File: src/logic/sds_pkg.sv
package sds_pkg;

    // ****************************************
    // Register map
    // ****************************************
    localparam logic [7:0] SDS_ADDR_GLOBAL  = 8'h00;
    localparam logic [7:0] SDS_ADDR_CHOPPER = 8'h04;
    localparam logic [7:0] SDS_ADDR_CURRENT = 8'h08;
    localparam logic [7:0] SDS_ADDR_STATUS  = 8'h0c;
    localparam logic [7:0] SDS_ADDR_COIL    = 8'h10;

    // ****************************************
    // Field positions
    // ****************************************
    localparam int SDS_GLOBAL_FAST_BIT  = 0;
    localparam int SDS_CHOP_RES_LSB     = 24;
    localparam int SDS_CHOP_INTERP_BIT  = 28;
    localparam int SDS_CHOP_DEDGE_BIT   = 29;
    localparam int SDS_CUR_HOLD_LSB     = 0;
    localparam int SDS_CUR_RUN_LSB      = 8;
    localparam int SDS_STAT_STILL_BIT   = 16;
    localparam int SDS_COIL_B_LSB       = 16;

    // ****************************************
    // Reset values
    // ****************************************
    localparam logic [31:0] SDS_GLOBAL_RST  = 32'h0000_0000;
    localparam logic [31:0] SDS_CHOPPER_RST = 32'h1000_0000;
    localparam logic [31:0] SDS_CURRENT_RST = 32'h0000_1f08;

    // ****************************************
    // Counts and widths
    // ****************************************
    localparam int         SDS_STANDSTILL_CLKS      = 2 ** 20;
    localparam int         SDS_FAST_STANDSTILL_CLKS = 2 ** 18;
    localparam logic [3:0] SDS_RES_FULL             = 4'h8;
    localparam int         SDS_TABLE_QUARTER        = 256;

    typedef logic [9:0]         sds_pos_t;
    typedef logic signed [8:0]  sds_coil_t;
    typedef logic [20:0]        sds_period_t;
    typedef logic [4:0]         sds_scale_t;

endpackage : sds_pkg

File: src/logic/sds_coil_if.sv
`timescale 1ns/100ps

interface sds_coil_if;
    import sds_pkg::*;
    sds_pos_t  position;
    sds_coil_t coilA;
    sds_coil_t coilB;

    modport table_side (input position, output coilA, output coilB);
    modport user_side  (output position, input coilA, input coilB);
endinterface : sds_coil_if

File: src/logic/sds_step_sequencer.sv
// The placing of the registers and strobed register access were decided locally.
`timescale 1ns/100ps

// Function
// RULE1 - With double-edge set both step edges count, otherwise only rising edges.
// RULE2 - Step and direction pins pass two flip-flops before any use.
// RULE3 - Controller keeps step rate below half clock, quarter with double edges.
// RULE4 - A 1024-entry sine table over four full steps gives both coil currents.
// RULE5 - Each step adds the width with direction 0, subtracts with direction 1.
// RULE6 - Step width is one at finest resolution, doubling up to 256.
// RULE7 - Resolution may change anytime; coarser snaps counter to nearest valid position.
// RULE8 - Full steps visit only 128, 384, 640 and 896.
// RULE9 - Half steps start at 64, spaced 128 apart.
// RULE10 - Quarter steps start at 32, spaced 64 apart.
// RULE11 - Interpolation fills each step interval with 2 to 256 single microsteps.
// RULE12 - Interpolation runs only while its chopper enable bit is set.
// RULE13 - Microstep spacing is the previous step period split into equal parts.
// RULE14 - No step event for 2^20 clocks sets the standstill flag.
// RULE15 - Fast-standstill bit shortens that timeout to 2^18 clocks.
// RULE16 - The next active step edge clears the standstill flag.
// RULE17 - At standstill the current scale switches to the holding current.
// RULE18 - New rate used after one measured interval; pending microsteps are dropped.
// RULE19 - Controller uses double edges only with a 50% duty step signal.
// RULE20 - The 10-bit microstep counter wraps modulo 1024 both ways.
module sds_step_sequencer
    import sds_pkg::*;
#(
    parameter int STANDSTILL_CLKS      = SDS_STANDSTILL_CLKS,
    parameter int FAST_STANDSTILL_CLKS = SDS_FAST_STANDSTILL_CLKS
)
(
    // Clock and reset.
    input  wire logic        mclk,
    input  wire logic        rstn,
    // Register port.
    input  wire logic [7:0]  regAddr,
    input  wire logic [31:0] regWdata,
    input  wire logic        regWrite,
    input  wire logic        regRead,
    output logic [31:0]      regRdata,
    // Step and direction pins.
    input  wire logic        stepPin,
    input  wire logic        dirPin,
    // Motor side.
    output sds_coil_t        coilCurrentA,
    output sds_coil_t        coilCurrentB,
    output sds_scale_t       currentScale,
    output sds_pos_t         microPosition,
    output logic             standstill
);

    // ****************************************
    // Helpers
    // ****************************************
    function automatic logic [3:0] resShift(input logic [3:0] res);
        return (res > SDS_RES_FULL) ? SDS_RES_FULL : res;
    endfunction : resShift

    function automatic sds_pos_t stepWidth(input logic [3:0] res);
        return 10'h1 << resShift(res);
    endfunction : stepWidth

    // Nearest valid position: the middle of the cell of the step width.
    function automatic sds_pos_t snapPos(input sds_pos_t pos, input logic [3:0] res);
        sds_pos_t w;
        w = stepWidth(res);
        if (w == 10'h1) begin
            return pos;
        end
        return (pos & ~(w - 10'h1)) | (w >> 1);
    endfunction : snapPos

    // ****************************************
    // Registers
    // ****************************************
    logic [31:0] globalConfig_reg;
    logic [31:0] chopperConfig_reg;
    logic [31:0] currentConfig_reg;
    logic [31:0] regRdata_reg;
    logic [31:0] readMux;

    logic       fastStandstill;
    logic [3:0] resolution;
    logic       interpEnable;
    logic       doubleEdge;
    sds_scale_t holdCurrentScale;
    sds_scale_t runCurrentScale;

    assign fastStandstill   = globalConfig_reg[SDS_GLOBAL_FAST_BIT];
    assign resolution       = chopperConfig_reg[SDS_CHOP_RES_LSB +: 4];
    assign interpEnable     = chopperConfig_reg[SDS_CHOP_INTERP_BIT];
    assign doubleEdge       = chopperConfig_reg[SDS_CHOP_DEDGE_BIT];
    assign holdCurrentScale = currentConfig_reg[SDS_CUR_HOLD_LSB +: 5];
    assign runCurrentScale  = currentConfig_reg[SDS_CUR_RUN_LSB +: 5];

    always_ff @(posedge mclk) begin
        if (!rstn) begin
            globalConfig_reg  <= SDS_GLOBAL_RST;
            chopperConfig_reg <= SDS_CHOPPER_RST;
            currentConfig_reg <= SDS_CURRENT_RST;
        end else if (regWrite) begin
            case (regAddr)
                SDS_ADDR_GLOBAL:  globalConfig_reg  <= regWdata;
                SDS_ADDR_CHOPPER: chopperConfig_reg <= regWdata;
                SDS_ADDR_CURRENT: currentConfig_reg <= regWdata;
                default:          ;
            endcase
        end
    end

    sds_coil_if coilBus ();
    sds_pos_t   msCount_reg;
    logic       stst_reg;

    always_comb begin
        readMux = 32'h0;
        case (regAddr)
            SDS_ADDR_GLOBAL:  readMux = globalConfig_reg;
            SDS_ADDR_CHOPPER: readMux = chopperConfig_reg;
            SDS_ADDR_CURRENT: readMux = currentConfig_reg;
            SDS_ADDR_STATUS: begin
                readMux[9:0]                = msCount_reg;
                readMux[SDS_STAT_STILL_BIT] = stst_reg;
            end
            SDS_ADDR_COIL: begin
                readMux[8:0]                    = coilBus.coilA;
                readMux[SDS_COIL_B_LSB +: 9]    = coilBus.coilB;
            end
            default:          readMux = 32'h0;
        endcase
    end

    // Read data stands in the cycle after the strobe only.
    always_ff @(posedge mclk) begin
        if (!rstn) begin
            regRdata_reg <= 32'h0;
        end else begin
            regRdata_reg <= regRead ? readMux : 32'h0;
        end
    end

    // ****************************************
    // Pin synchronisers and edge detect
    // ****************************************
    logic stepSync1_reg;
    logic stepSync2_reg;
    logic stepPrev_reg;
    logic dirSync1_reg;
    logic dirSync2_reg;
    logic stepEvent;

    always_ff @(posedge mclk) begin
        if (!rstn) begin
            stepSync1_reg <= 1'b0;
            stepSync2_reg <= 1'b0;
            stepPrev_reg  <= 1'b0;
            dirSync1_reg  <= 1'b0;
            dirSync2_reg  <= 1'b0;
        end else begin
            stepSync1_reg <= stepPin; // see RULE2
            stepSync2_reg <= stepSync1_reg; // see RULE2
            stepPrev_reg  <= stepSync2_reg;
            dirSync1_reg  <= dirPin; // see RULE2
            dirSync2_reg  <= dirSync1_reg; // see RULE2
        end
    end

    // Double-edge stepping halves the usable step rate, as each level must last two clocks.
    assign stepEvent = doubleEdge ? (stepSync2_reg ^ stepPrev_reg)
                                  : (stepSync2_reg & ~stepPrev_reg); // see RULE1

    // ****************************************
    // Step period and standstill
    // ****************************************
    sds_period_t periodCnt_reg;
    sds_period_t lastPeriod_reg;
    sds_period_t limitSel;

    assign limitSel = fastStandstill ? sds_period_t'(FAST_STANDSTILL_CLKS)
                                     : sds_period_t'(STANDSTILL_CLKS); // see RULE15

    always_ff @(posedge mclk) begin
        if (!rstn) begin
            periodCnt_reg  <= '0;
            lastPeriod_reg <= sds_period_t'(STANDSTILL_CLKS);
        end else if (stepEvent) begin
            periodCnt_reg  <= '0;
            lastPeriod_reg <= periodCnt_reg + 21'h1; // see RULE13
        end else if (periodCnt_reg < sds_period_t'(STANDSTILL_CLKS)) begin
            periodCnt_reg  <= periodCnt_reg + 21'h1;
        end
    end

    always_ff @(posedge mclk) begin
        if (!rstn) begin
            stst_reg <= 1'b0;
        end else if (stepEvent) begin
            stst_reg <= 1'b0; // see RULE16
        end else if (periodCnt_reg >= limitSel) begin
            stst_reg <= 1'b1; // see RULE14
        end
    end

    sds_scale_t currentScale_reg;

    always_ff @(posedge mclk) begin
        if (!rstn) begin
            currentScale_reg <= '0;
        end else begin
            currentScale_reg <= stst_reg ? holdCurrentScale : runCurrentScale; // see RULE17
        end
    end

    // ****************************************
    // Microstep counter and interpolator
    // ****************************************
    logic [3:0]  resPrev_reg;
    sds_pos_t    target_reg;
    logic [8:0]  pending_reg;
    logic        moveDown_reg;
    sds_period_t subCnt_reg;
    sds_period_t subInterval;
    logic        resCoarser;
    logic        interpStep;
    logic        microTick;

    assign resCoarser  = resShift(resolution) > resShift(resPrev_reg);
    assign interpStep  = interpEnable && (resShift(resolution) != 4'h0); // see RULE12
    assign subInterval = lastPeriod_reg >> resShift(resolution); // see RULE13
    assign microTick   = (pending_reg != 9'h0) && ((subCnt_reg + 21'h1) >= subInterval);

    always_ff @(posedge mclk) begin
        if (!rstn) begin
            resPrev_reg <= 4'h0;
        end else begin
            resPrev_reg <= resolution;
        end
    end

    always_ff @(posedge mclk) begin
        if (!rstn) begin
            subCnt_reg <= '0;
        end else if (stepEvent || microTick) begin
            subCnt_reg <= '0;
        end else if (pending_reg != 9'h0) begin
            subCnt_reg <= subCnt_reg + 21'h1;
        end
    end

    // Dropping the leftovers makes a visible angle jump, but keeps the following
    // microsteps evenly spaced instead of racing to catch up.
    always_ff @(posedge mclk) begin
        if (!rstn) begin
            msCount_reg  <= '0;
            target_reg   <= '0;
            pending_reg  <= 9'h0;
            moveDown_reg <= 1'b0;
        end else if (resCoarser) begin
            msCount_reg <= snapPos(msCount_reg, resolution); // see RULE7 RULE8 RULE9 RULE10
            target_reg  <= snapPos(msCount_reg, resolution); // see RULE7
            pending_reg <= 9'h0;
        end else if (stepEvent) begin
            moveDown_reg <= dirSync2_reg;
            if (interpStep) begin
                msCount_reg <= target_reg; // see RULE18
                target_reg  <= dirSync2_reg ? target_reg - stepWidth(resolution)
                                            : target_reg + stepWidth(resolution); // see RULE5 RULE20
                pending_reg <= 9'h1 << resShift(resolution); // see RULE11
            end else begin
                msCount_reg <= dirSync2_reg ? msCount_reg - stepWidth(resolution)
                                            : msCount_reg + stepWidth(resolution); // see RULE5 RULE6 RULE20
                target_reg  <= dirSync2_reg ? msCount_reg - stepWidth(resolution)
                                            : msCount_reg + stepWidth(resolution);
                pending_reg <= 9'h0;
            end
        end else if (!interpStep && pending_reg != 9'h0) begin
            msCount_reg <= target_reg; // see RULE12
            pending_reg <= 9'h0;
        end else if (microTick) begin
            msCount_reg <= moveDown_reg ? msCount_reg - 10'h1 : msCount_reg + 10'h1; // see RULE11 RULE20
            pending_reg <= pending_reg - 9'h1;
        end
    end

    assign coilBus.position = msCount_reg; // see RULE4

    sds_sine_table u_table (
        .mclk    (mclk),
        .rstn    (rstn),
        .coilBus (coilBus.table_side)
    );

    // ****************************************
    // Outputs
    // ****************************************
    assign regRdata      = regRdata_reg;
    assign coilCurrentA  = coilBus.coilA;
    assign coilCurrentB  = coilBus.coilB;
    assign currentScale  = currentScale_reg;
    assign microPosition = msCount_reg;
    assign standstill    = stst_reg;

    // ****************************************
    // Assertions
    // ****************************************
    AST_PIN_SYNC: assert property (@(posedge mclk) disable iff (!rstn) // see RULE2
        ##2 (stepSync2_reg == $past(stepPin, 2)) && (dirSync2_reg == $past(dirPin, 2)))
        else $error("Step or direction not delayed by two flops.");

    AST_SINGLE_EDGE: assert property (@(posedge mclk) disable iff (!rstn) // see RULE1
        (!doubleEdge && $fell(stepSync2_reg)) |-> !stepEvent)
        else $error("Falling step edge counted without double-edge mode.");

    AST_DOUBLE_EDGE: assert property (@(posedge mclk) disable iff (!rstn) // see RULE1
        (doubleEdge && $fell(stepSync2_reg)) |-> stepEvent)
        else $error("Falling step edge ignored in double-edge mode.");

    AST_STEP_MOVE: assert property (@(posedge mclk) disable iff (!rstn) // see RULE5
        (stepEvent && !resCoarser && !interpStep) |=>
        msCount_reg == ($past(dirSync2_reg) ? $past(msCount_reg) - stepWidth($past(resolution))
                                             : $past(msCount_reg) + stepWidth($past(resolution))))
        else $error("Counter did not move by the step width.");

    AST_SNAP: assert property (@(posedge mclk) disable iff (!rstn) // see RULE7
        (resCoarser && resShift(resolution) != 4'h0) ##1 1'b1 |->
        (msCount_reg & (stepWidth($past(resolution)) - 10'h1)) == (stepWidth($past(resolution)) >> 1))
        else $error("Counter not snapped to a valid position.");

    AST_FULL_POS: assert property (@(posedge mclk) disable iff (!rstn) // see RULE8
        (resCoarser && resShift(resolution) == SDS_RES_FULL) |=> msCount_reg[7:0] == 8'h80)
        else $error("Full step position off the 45 degree points.");

    AST_STILL_SET: assert property (@(posedge mclk) disable iff (!rstn) // see RULE14
        (periodCnt_reg == limitSel - 21'h1 && !stepEvent) ##1 !stepEvent |=> stst_reg)
        else $error("Standstill not flagged at the timeout.");

    AST_STILL_CLEAR: assert property (@(posedge mclk) disable iff (!rstn) // see RULE16
        (stst_reg && stepEvent) |=> !stst_reg)
        else $error("Standstill not cleared by a step edge.");

    AST_HOLD_CUR: assert property (@(posedge mclk) disable iff (!rstn) // see RULE17
        $rose(stst_reg) ##1 $stable(holdCurrentScale) |-> currentScale_reg == holdCurrentScale)
        else $error("Holding current not applied at standstill.");

    AST_DROP_PENDING: assert property (@(posedge mclk) disable iff (!rstn) // see RULE18
        (stepEvent && interpStep && !resCoarser) |=> msCount_reg == $past(target_reg))
        else $error("Pending microsteps not dropped on a new step.");

    AST_MICRO_TICK: assert property (@(posedge mclk) disable iff (!rstn) // see RULE11
        (microTick && interpStep && !stepEvent && !resCoarser) |=>
        (msCount_reg - $past(msCount_reg) == 10'h1) || ($past(msCount_reg) - msCount_reg == 10'h1))
        else $error("Interpolated microstep not a single entry.");

endmodule : sds_step_sequencer

File: src/logic/sds_sine_table.sv
`timescale 1ns/100ps

module sds_sine_table
    import sds_pkg::*;
(
    // Clock and reset.
    input wire logic          mclk,
    input wire logic          rstn,
    // Table position in, coil currents out.
    sds_coil_if.table_side    coilBus
);

    // ****************************************
    // Quarter wave, built at elaboration
    // ****************************************
    // Only 257 amplitudes are stored; the other three quarters follow by symmetry.
    function automatic logic [7:0] quarterSine(input int idx);
        longint x;
        longint x2;
        longint term;
        longint acc;
        x    = (longint'(idx) * 64'sd205887) / 512;
        x2   = (x * x) >>> 16;
        term = x;
        acc  = x;
        term = -((term * x2) >>> 16) / 6;
        acc  = acc + term;
        term = -((term * x2) >>> 16) / 20;
        acc  = acc + term;
        term = -((term * x2) >>> 16) / 42;
        acc  = acc + term;
        term = -((term * x2) >>> 16) / 72;
        acc  = acc + term;
        acc  = (acc * 255 + 32768) >>> 16;
        if (acc > 255) begin
            acc = 255;
        end
        if (acc < 0) begin
            acc = 0;
        end
        return acc[7:0];
    endfunction : quarterSine

    logic [7:0] quarter [0:SDS_TABLE_QUARTER];

    for (genvar i = 0; i <= SDS_TABLE_QUARTER; i++) begin : g_quarter
        assign quarter[i] = quarterSine(i);
    end

    function automatic sds_coil_t coilValue(input sds_pos_t pos);
        logic [8:0] idx;
        logic [8:0] mag;
        idx = pos[8] ? (9'h100 - {1'b0, pos[7:0]}) : {1'b0, pos[7:0]};
        mag = {1'b0, quarter[idx]};
        return pos[9] ? -$signed(mag) : $signed(mag);
    endfunction : coilValue

    // ****************************************
    // Registered current vector
    // ****************************************
    always_ff @(posedge mclk) begin
        if (!rstn) begin
            coilBus.coilA <= '0;
            coilBus.coilB <= '0;
        end else begin
            coilBus.coilA <= coilValue(coilBus.position); // see RULE4
            coilBus.coilB <= coilValue(sds_pos_t'(coilBus.position + 10'h100)); // see RULE4
        end
    end

endmodule : sds_sine_table

File: config.mk
export PLATFORM = sky130hd
export DESIGN_NAME = sds_step_sequencer
export DESIGN_NICKNAME = d
export VERILOG_FILES = /design/src/logic/sds_pkg.sv /design/src/logic/sds_coil_if.sv /design/src/logic/sds_step_sequencer.sv /design/src/logic/sds_sine_table.sv
export SDC_FILE = /design/constraint.sdc
export NUM_CORES = 1
export LEC_CHECK = 0
export ABC_AREA = 1
export BUFFER_PORTS_ARGS = -buffer_cell sky130_fd_sc_hd__clkbuf_2
export CORE_MARGIN = 1.5
export CORE_UTILIZATION = 45
export DETAILED_ROUTE_END_ITERATION = 10
export GPL_TIMING_DRIVEN = 0
export HOLD_SLACK_MARGIN = 0.06
export MAX_ROUTING_LAYER = met4
export PLACE_DENSITY = 0.6
export SETUP_SLACK_MARGIN = 0.05
export SYNTH_ARGS = -nofsm -noshare
export SYNTH_HDL_FRONTEND = slang
export SYNTH_SLANG_ARGS = --single-unit
File: constraint.sdc
create_clock -name mclk -period 4.7 [get_ports mclk]
set_input_delay 0.47 -clock mclk [delete_from_list [all_inputs] [get_ports mclk]]
set_output_delay 0.47 -clock mclk [all_outputs]
set_load 0.03 [all_outputs]
After elaboration in Yosys (flattened, before gate mapping). Memories as Yosys holds them, arrays and structs flattened. Index checks and enable logic that the tools add are counted.

ROM bits: 8192. Register bits after elaboration: 254. Logic and storage cells: 126. Memories kept: 2. Output and inout bits: 66.

Memories: (name not given) (depth 512, bits a word 8, read ports 1, clocked after Yosys merged registers in 0, write ports 0, line sds_sine_table.sv:54) `mag = {1'b0, quarter[idx]};`; (name not given) (depth 512, bits a word 8, read ports 1, clocked after Yosys merged registers in 0, write ports 0, line sds_sine_table.sv:54).

$lt $le $gt $ge: 8. Shifts and indexed selects: 3. Mux-type cells: 39. Equal/unequal tests: 5. Bitwise operators: 10. Reductions and logical operators: 21. $add $sub $neg: 15.

Operators by type and width (number): 10-bit 2-to-1 mux (13); 9-bit 2-to-1 mux (6); 8-bit 2-to-1 mux (6); 9-bit one-hot mux with 5 select lines (1); 21-bit by 1-bit adder with 21-bit output (second input constant) (2); 21-bit greater-or-equal comparator (2); 8-bit one-hot mux with 4 select lines (1); 21-bit less-than comparator (second input constant) (1); 21-bit 2-to-1 mux (1); 7-bit one-hot mux with 3 select lines (1); 21-bit by 4-bit right shift with 21-bit output (1); 10-bit adder (2); 10-bit greater-or-equal comparator (second input constant) (2); 9-bit NOT with 10-bit output (2); 10-bit by 1-bit subtractor with 10-bit output (second input constant) (2); 10-bit subtractor (2); 8-bit negation with 9-bit output (2); 6-bit one-hot mux with 3 select lines (1); 9-bit by 8-bit subtractor with 9-bit output (first input constant) (2); 8-bit by 4-bit == test with 1-bit output (second input constant) (2); 2-bit AND reduction (7); 10-bit by 1-bit adder with 10-bit output (second input constant) (1); 10-bit by 9-bit adder with 10-bit output (second input constant) (1); 10-bit AND (1); other kinds (27) (39).

Longest topological paths before layout. Gate-level depths: netlist (run 1).

Depth after elaboration: 9. Mapped depth: 28. Gate-level depth less buffers: 28.

Hierarchy. Synthesis (run 1) repeated with hierarchy kept, for this count alone.

Cells, all modules: 2760. Area, all modules: 17544.3 um^2.

By module, submodules not included: sds_step_sequencer (cells each 1801, area each 12729.7 um^2, instances 1, seq. area each 4724.5 um^2); sds_sine_table (cells each 959, area each 4814.6 um^2, instances 1, seq. area each 360.3 um^2).

Worst setup path after synthesis (run 1). Ideal clock, no wire load.

Path type: register -> register. Start: reg chopperConfig_reg[27]. End: reg target_reg[8]. Data arrival time: 3.634 ns. Stages on the path, launching flop included: 24. Path slack: 0.994 ns. Period minus slack after synthesis: 3.706 ns. Library setup time: 0.072 ns. Cells stage by stage: dfxtp_1 > inv_2 > nand2_2 > inv_2 > nor2_2 > inv_1 > nor2_1 > inv_1 > ha_1 > o21ai_0 > inv_1 > fa_1 > o21ai_0 > a21oi_1 > or2_2 > nand3b_1 > nand4_1 > nand2_1 > nand2_1 > nand3b_1 > nand3_1 > o21ai_0 > nand2_1 > a21oi_1.

Cells in the longest elaborated chain, start to end: 9. Elaborated cells between the ends (all ways): 25. Classes of those cells: add/sub: 5; order compare: 2; eq/ne: 1; shift: 1; mux: 10; bitwise: 3; reduce/logical: 3.

RTL lines: start, declared (line sds_step_sequencer.sv:77) `logic [31:0] chopperConfig_reg;`; start signal, assigned (line sds_step_sequencer.sv:104) `SDS_ADDR_CHOPPER: chopperConfig_reg <= regWdata;`; 4-bit greater-than comparator (line sds_step_sequencer.sv:56) `return (res > SDS_RES_FULL) ? SDS_RES_FULL : res;`; 4-bit 2-to-1 mux * (line sds_step_sequencer.sv:56); 1-bit by 4-bit left shift with 10-bit output (line sds_step_sequencer.sv:60) `return 10'h1 << resShift(res);`; 10-bit by 1-bit subtractor with 10-bit output / 10-bit by 1-bit == test with 1-bit output (equally long branches) (line sds_step_sequencer.sv:70, sds_step_sequencer.sv:67); 10-bit NOT / 1-bit 2-to-1 mux (equally long branches) (line sds_step_sequencer.sv:70, sds_step_sequencer.sv:67); 10-bit AND / 1-bit 2-to-1 mux (equally long branches) (line sds_step_sequencer.sv:70, sds_step_sequencer.sv:258); 10-bit by 9-bit OR with 10-bit output / 1-bit 2-to-1 mux (equally long branches) (line sds_step_sequencer.sv:70, sds_step_sequencer.sv:253); 10-bit 2-to-1 mux; 10-bit 2-to-1 mux (line sds_step_sequencer.sv:258) `end else if (resCoarser) begin`; end signal, assigned (line sds_step_sequencer.sv:260) `target_reg <= snapPos(msCount_reg, resolution);`; end signal, assigned (line sds_step_sequencer.sv:266) `target_reg <= dirSync2_reg ? target_reg - stepWidth(resolution)`; end signal, assigned (line sds_step_sequencer.sv:272) `target_reg <= dirSync2_reg ? msCount_reg - stepWidth(resolution)`; end, declared (line sds_step_sequencer.sv:218) `sds_pos_t target_reg;`.

Mark *: on every way between the ends. The rest lies on a longest branch, timed or not. The select of a mux whose other input is x is not followed. A chain may end at the register's enable or synchronous reset.

Final worst setup path (run 1).
Start: reg subCnt_reg[0]. End: reg msCount_reg[9] (netlist: microPosition[9]).

Cells in the longest elaborated chain, start to end: 4.

RTL lines: start, declared (line sds_step_sequencer.sv:221) `sds_period_t subCnt_reg;`; start signal, assigned (line sds_step_sequencer.sv:246) `subCnt_reg <= subCnt_reg + 21'h1;`; 21-bit by 1-bit adder with 21-bit output (line sds_step_sequencer.sv:230) `assign microTick = (pending_reg != 9'h0) && ((subCnt_reg + 21'h1) >= subInterval);`; 21-bit greater-or-equal comparator (line sds_step_sequencer.sv:230); 1-bit logical AND (line sds_step_sequencer.sv:230); 4-bit nonzero test (no source line); end signal, assigned (line sds_step_sequencer.sv:259) `msCount_reg <= snapPos(msCount_reg, resolution);`; end signal, assigned (line sds_step_sequencer.sv:265) `msCount_reg <= target_reg;`; end signal, assigned (line sds_step_sequencer.sv:270) `msCount_reg <= dirSync2_reg ? msCount_reg - stepWidth(resolution)`; end, declared (line sds_step_sequencer.sv:112) `sds_pos_t msCount_reg;`.

No other way between the ends.

==> run_results.csv, run 1 <==
group,metric,value,unit
synthesis,synth_cells,2744,
die,die-height,199,microns
critical_path,cp-start-kind,"register",
clocking,cts_tree,"done",
critical_path,path_cells,"ha_1, nand2_1, nor3_2, nand3_1, nor4_1, nand3_1, nor3_2, nand2_1, xor2_1, ha_1, a21oi_1, nor2_1, a211oi_1, nand3_1, nand2_2, nand2_1, inv_2, buf_2, nor2_1, a21oi_1",
synthesis,synth-edff-count,0,
placement,hpwlAfterDp,50600,microns
placement,dpl.cell_count,3366,
synthesis,synthArstFlopShare,0,%
synthesis,ys_dominant_reg_cell,"dfxtp_1",
route,drc_errors,0,
synthesis,syn_area,0.0172,sq mm
placement,portBuffers,111,
die,chipWidth,199,microns
timing,hold_viol,0,
clocking,cts_setup_buffers,0,
route,wirelength,66000,microns
critical_path,critPathRequiredTime,5.16,ns
status,status,"finished clean",
die,ios,112,
die,fp-row-count,71,
timing,drv_slew,0,
critical_path,cp_slowest_cell,"dfxtp_1",
critical_path,r2r_slack,0.44,ns
grt,grt_pass1_vias,18100,
critical_path,cp_top_family,"simple AND/OR/NAND/NOR gates",
layout,fin_util,51.5,%
synthesis,synth-seq-cells,254,
timing,tightest_slew,0.855,ns
clocking,cts-root-buf,"clkbuf_16",
timing,rsz0062_at_grt,"false",
layout,nNetsFinal,3005,
critical_path,arrival,4.72,ns
layout,layout-drive-gt1-share,9.91,%
route,first_iter_violations,1914,
pwr,ir_worst_vdd,451,uV
critical_path,path_max_fanout,10,
clocking,cts_max_path_buffers,3,
critical_path,cp_num_buf_inv,2,
timing,setup_viol,0,
grt,grt_antenna_before_repair,1,
critical_path,slowest_delay,0.43,ns
hold_path,hp-class,"in2reg",
pwr,leakage,9.27,nW
timing,fin_setup_tns,0,ns
synthesis,synth-seq-area-share,29.6,%
pwr,p_per_area,690,mW/mm^2
route,dr_total_vias,19300,
grt,grt_max_degree,18,
layout,instances_no_fill,3418,
route,first_pass_iters,5,
grt,overflow,0,
synthesis,avgSynthCellArea,6.27,sq um
critical_path,cp-end-kind,"register",
die,initial_utilization,45.7,%
clocking,ctsHtreeMaxLevel,1,
route,via_per_inst,5.63,
timing,whs,0.126,ns
synthesis,ys_types,56,
clocking,numCtsBuffers,28,
timing,worst_slack,0.436,ns
clocking,path_clk_slew,0.06,ns
timing,fin_crit_sh,90.7,%
timing,slew_headroom,42.6,%
route,drtAntennaViolNets,0,
flow_run,maxCapViolCount,0,
synthesis,yosys_warnings,0,
synthesis,syn_nets,2864,
route,wl_per_cell,19.3,microns
die,coreArea,0.0377,sq mm
timing,clock_skew,0.0122,ns
grt,grt_pass1_wl,101000,microns
clocking,clock_latency,0.56,ns
clocking,cts_repair_resize_count,3,
grt,grt_use_total,34.0,%
timing,period_needed,4.26,ns
critical_path,criticalPathCategory,"reg2reg",
layout,areaGrowthSynthToFinish,12.8,%
clocking,cts_sinks,254,
clocking,cts_hold_buf,0,
die,fp.dieArea,0.0394,sq mm
placement,place.gp.congestion,0.962,
placement,pre_cts_ws,-0.151,ns
timing,clock.fmax,0.235,GHz
power by group:
part / switching [mW] / internal [mW]
sequential: 0.288 / 2.39
clock: 0.927 / 1.42
combinational: 5.85 / 2.51
total: 7.07 / 6.32
layout by cell type, fill, tap and decap left out, types with 19 or more instances in the layout:
cell type and n:
nand2_1 734, inv_1 284, nor2_1 264, dfxtp_1 252, nand3_1 250, o21ai_0 233, a21oi_1 182, clkbuf_2 111
clkbuf_1 76, ha_1 71, xor2_1 37, buf_2 31, clkbuf_16 29, o211ai_1 25, o22ai_1 25, nand4_1 22
nand2_2 22, a211oi_1 22, inv_2 19
routing by layer:
layer  wire, microns  track usage (%)  vias to the layer above  share of wire (%)
met3            5160             4.26                      130                7.8
met1           29000             45.1                     9014                 44
met4            1810             9.74                        0                2.8
met5               0                -                        -                  0
met2           30000             54.4                      796                 46
li1                -                -                     9315                  -
worst min-delay path: cells and delay by family:
family                 cells  cell delay, ns
AND/OR/NAND/NOR            1            0.05
buffers and inverters      2            0.13
final cells by class:
class	instances	area (sq um)
fill	4074	18300
multi-input combinational	2051	10400
sequential	254	5090
inverter	311	1170
clock buffer	40	817
tap	511	639
buffer	128	613
timing repair buffer	111	556
clock inverter	11	161
antenna	1	2.50
kinds of logic (layout without fill, tap and decap cells):
| family | count (synthesis) | count (layout) | share of synthesized area, % |
|---|---|---|---|
| other | 0 | 1 | 0 |
| DFF | 254 | 254 | 29.6 |
| muxes | 5 | 5 | 0.291 |
| xor gates and xnor gates | 47 | 47 | 2.39 |
| AOI/OAI and AO/OA | 565 | 565 | 18.4 |
| buffers and inverters | 439 | 601 | 10.4 |
| adders and majority gates | 74 | 74 | 5.51 |
| and+or+nand+nor | 1360 | 1360 | 33.5 |
metrics by stage:
stage / total power [mW] / instance area (sq um)
2_1_floorplan: 8.42 / 17200
3_3_place_gp: 10.9 / 18400
3_5_place_dp: 10.8 / 18400
4_1_cts: 13.2 / 19400
5_1_grt: 14.4 / 19400
6_report: 13.4 / 19400
final timing paths:
check                      from          endpoint  cells past startpoint
setup / recovery  subCnt_reg[0]  microPosition[9]                     20
setup reg to reg  subCnt_reg[0]  microPosition[9]                     20
hold / removal          stepPin     stepSync1_reg                      3
hold reg to reg    dirSync1_reg      dirSync2_reg                      2
Yosys cell counts (all sizes together) (23+ instances only):
cell type | n | area (sq um)
o22ai | 25 | 156
nand3 | 256 | 1330
buf | 58 | 350
nor2 | 276 | 1070
o211ai | 25 | 188
nand2 | 759 | 2920
dfxtp | 254 | 5080
ha | 71 | 888
xor2 | 37 | 324
inv | 303 | 1140
nand4 | 23 | 150
o21ai | 251 | 1260
a21oi | 182 | 911
clkbuf | 70 | 263
Power figures use the tool's default switching activity.
==> inputs of run 2 (changes only) <==
CORE_MARGIN = 5   (was 1.5)
==> run 2 against run 1 <==
Non-clock buffer count stayed put. Clock skew is 0.018 ns higher. Register-to-register slack worse by 0.20 ns. Routed wire length rose by 0.75%. Sequential share of layout area about the same. Sequential cell count unchanged. Maximum frequency fell by 4.4%. Clock power is 3% lower. Core utilization fell by 0.070 points. Sequential power about the same.
==> run_results.csv, run 2 (synthesis gave the netlist of run 1 again) <==
group,metric,value,unit
route,drtAntennaViolNets,0,
critical_path,cp_top_family,"buffers and inverters",
clocking,cts_max_path_buffers,3,
layout,layout-drive-gt1-share,9.94,%
route,wirelength,66400,microns
grt,grt_max_degree,18,
hold_path,hp-class,"in2reg",
die,coreArea,0.0377,sq mm
die,ios,112,
clocking,cts_tree,"done",
pwr,clkPwrFrac,17.0,%
timing,fin_setup_tns,0,ns
pwr,leakage,9.25,nW
critical_path,path_cells,"inv_1, nor2_4, buf_1, ha_1, inv_1, nor2_1, o21ai_1, nand2_1, nand2_2, inv_1, nor2_1, clkinv_1, nor2_2, nand2_2, inv_2, buf_2, nor2_1, a21oi_1",
flow_run,maxCapViolCount,0,
timing,fin_crit_sh,94.9,%
layout,fin_util,51.5,%
critical_path,critPathRequiredTime,5.13,ns
critical_path,path_max_fanout,10,
pwr,p_comb_share,63.0,%
die,fp-row-count,71,
timing,slew_headroom,42.2,%
critical_path,r2r_slack,0.24,ns
placement,portBuffers,111,
clocking,numCtsBuffers,28,
route,wl_per_cell,19.4,microns
pwr,p_per_area,689,mW/mm^2
placement,place.gp.congestion,0.959,
route,dr_total_vias,19300,
pwr,switching_share,53.3,%
pwr,power_frac_seq,20.0,%
clocking,cts_repair_resize_count,2,
layout,num-fill-cells,4074,
clocking,clock_latency,0.57,ns
pwr,power.internal,6.24,mW
die,fp.dieArea,0.0422,sq mm
route,first_pass_iters,6,
grt,overflow,0,
critical_path,arrival,4.89,ns
critical_path,cp_slowest_cell,"dfxtp_1",
placement,pre_cts_ws,-0.168,ns
route,drc_errors,0,
layout,final_area,0.0194,sq mm
critical_path,criticalPathCategory,"reg2reg",
critical_path,cp-end-kind,"register",
grt,grt_pass1_vias,18200,
timing,rsz0062_at_grt,"false",
route,first_iter_violations,2131,
placement,dpl-instance-area,0.0184,sq mm
die,die-height,206,microns
critical_path,slowest_delay,0.45,ns
clocking,cts_hold_buf,0,
clocking,cts-root-buf,"clkbuf_16",
pwr,ir_worst_vdd,408,uV
timing,drv_slew,0,
timing,tightest_slew,0.863,ns
clocking,cts_sinks,254,
grt,grt_antenna_before_repair,3,
timing,setup_viol,0,
grt,grt_use_total,31.2,%
timing,period_needed,4.46,ns
clocking,path_clk_slew,0.06,ns
die,initial_utilization,45.7,%
timing,clock.fmax,0.224,GHz
status,status,"finished clean",
grt,grt_pass1_wl,102000,microns
layout,final_common_cell,"nand2_1",
route,via_per_inst,5.65,
critical_path,cp_num_buf_inv,7,
placement,hpwlAfterDp,51000,microns
layout,areaGrowthSynthToFinish,12.7,%
layout,multi_input_area,0.0104,sq mm
clocking,cts_setup_buffers,0,
clocking,ctsHtreeMaxLevel,1,
layout,nNetsFinal,3005,
timing,hold_viol,0,
die,chipWidth,206,microns
layout,regArea,0.00509,sq mm
timing,worst_slack,0.239,ns
critical_path,cp-start-kind,"register",
layout,final_cell_mix,"nand2_1, inv_1, nor2_1",
timing,clock_skew,0.0300,ns
pwr,switching_power,7.11,mW
-- run 2: layer usage --
layer  GRT usage (%)  part of all wire, %  wire length (microns)
met1            42.7                   45                  29700
met2            49.3                   45                  30100
met3            3.48                  7.2                   4760
met4            8.40                  2.7                   1820
met5               -                    0                      0
-- run 2: per-stage QoR --
| stage | hold slack [ns] | cells | total power [mW] |
|---|---|---|---|
| 2_1_floorplan | 0.390 | 2744 | 8.42 |
| 3_3_place_gp | 0.405 | 3366 | 10.9 |
| 3_5_place_dp | 0.413 | 3366 | 10.9 |
| 4_1_cts | 0.135 | 3417 | 13.2 |
| 5_1_grt | 0.151 | 3420 | 14.3 |
| 6_report | 0.152 | 3421 | 13.4 |
-- run 2: tightest hold or removal path, stage by stage --
cell and delay, ns:
clkbuf_2 0.10, nand2_1 0.06, inv_1 0.04
-- run 2: path summary, 6_finish.rpt --
path                         start                to  cells after the start
max reg2reg  chopperConfig_reg[25]  microPosition[9]                     18
min                        stepPin     stepSync1_reg                      3
min reg2reg          stepSync1_reg     stepSync2_reg                      2
max          chopperConfig_reg[25]  microPosition[9]                     18
-- run 2: area by class of cell --
class,count,area share [%]
tap,511,3.30
inverter,311,6.03
buffer,128,3.16
sequential,254,26.3
multi-input combinational,2051,53.4
clock inverter,13,0.820
clock buffer,38,4.07
antenna,4,0.0516
timing repair buffer,111,2.87
-- run 2: power groups by stage --
stage | sequential, mW | clock, mW | combinational, mW
after detailed placement | 2.71 | 0 | 8.16
final | 2.67 | 2.27 | 8.41
after floorplan | 2.77 | 0 | 5.66
after CTS | 2.66 | 2.29 | 8.20
after global placement | 2.70 | 0 | 8.17
after global routing | 2.69 | 2.38 | 9.26
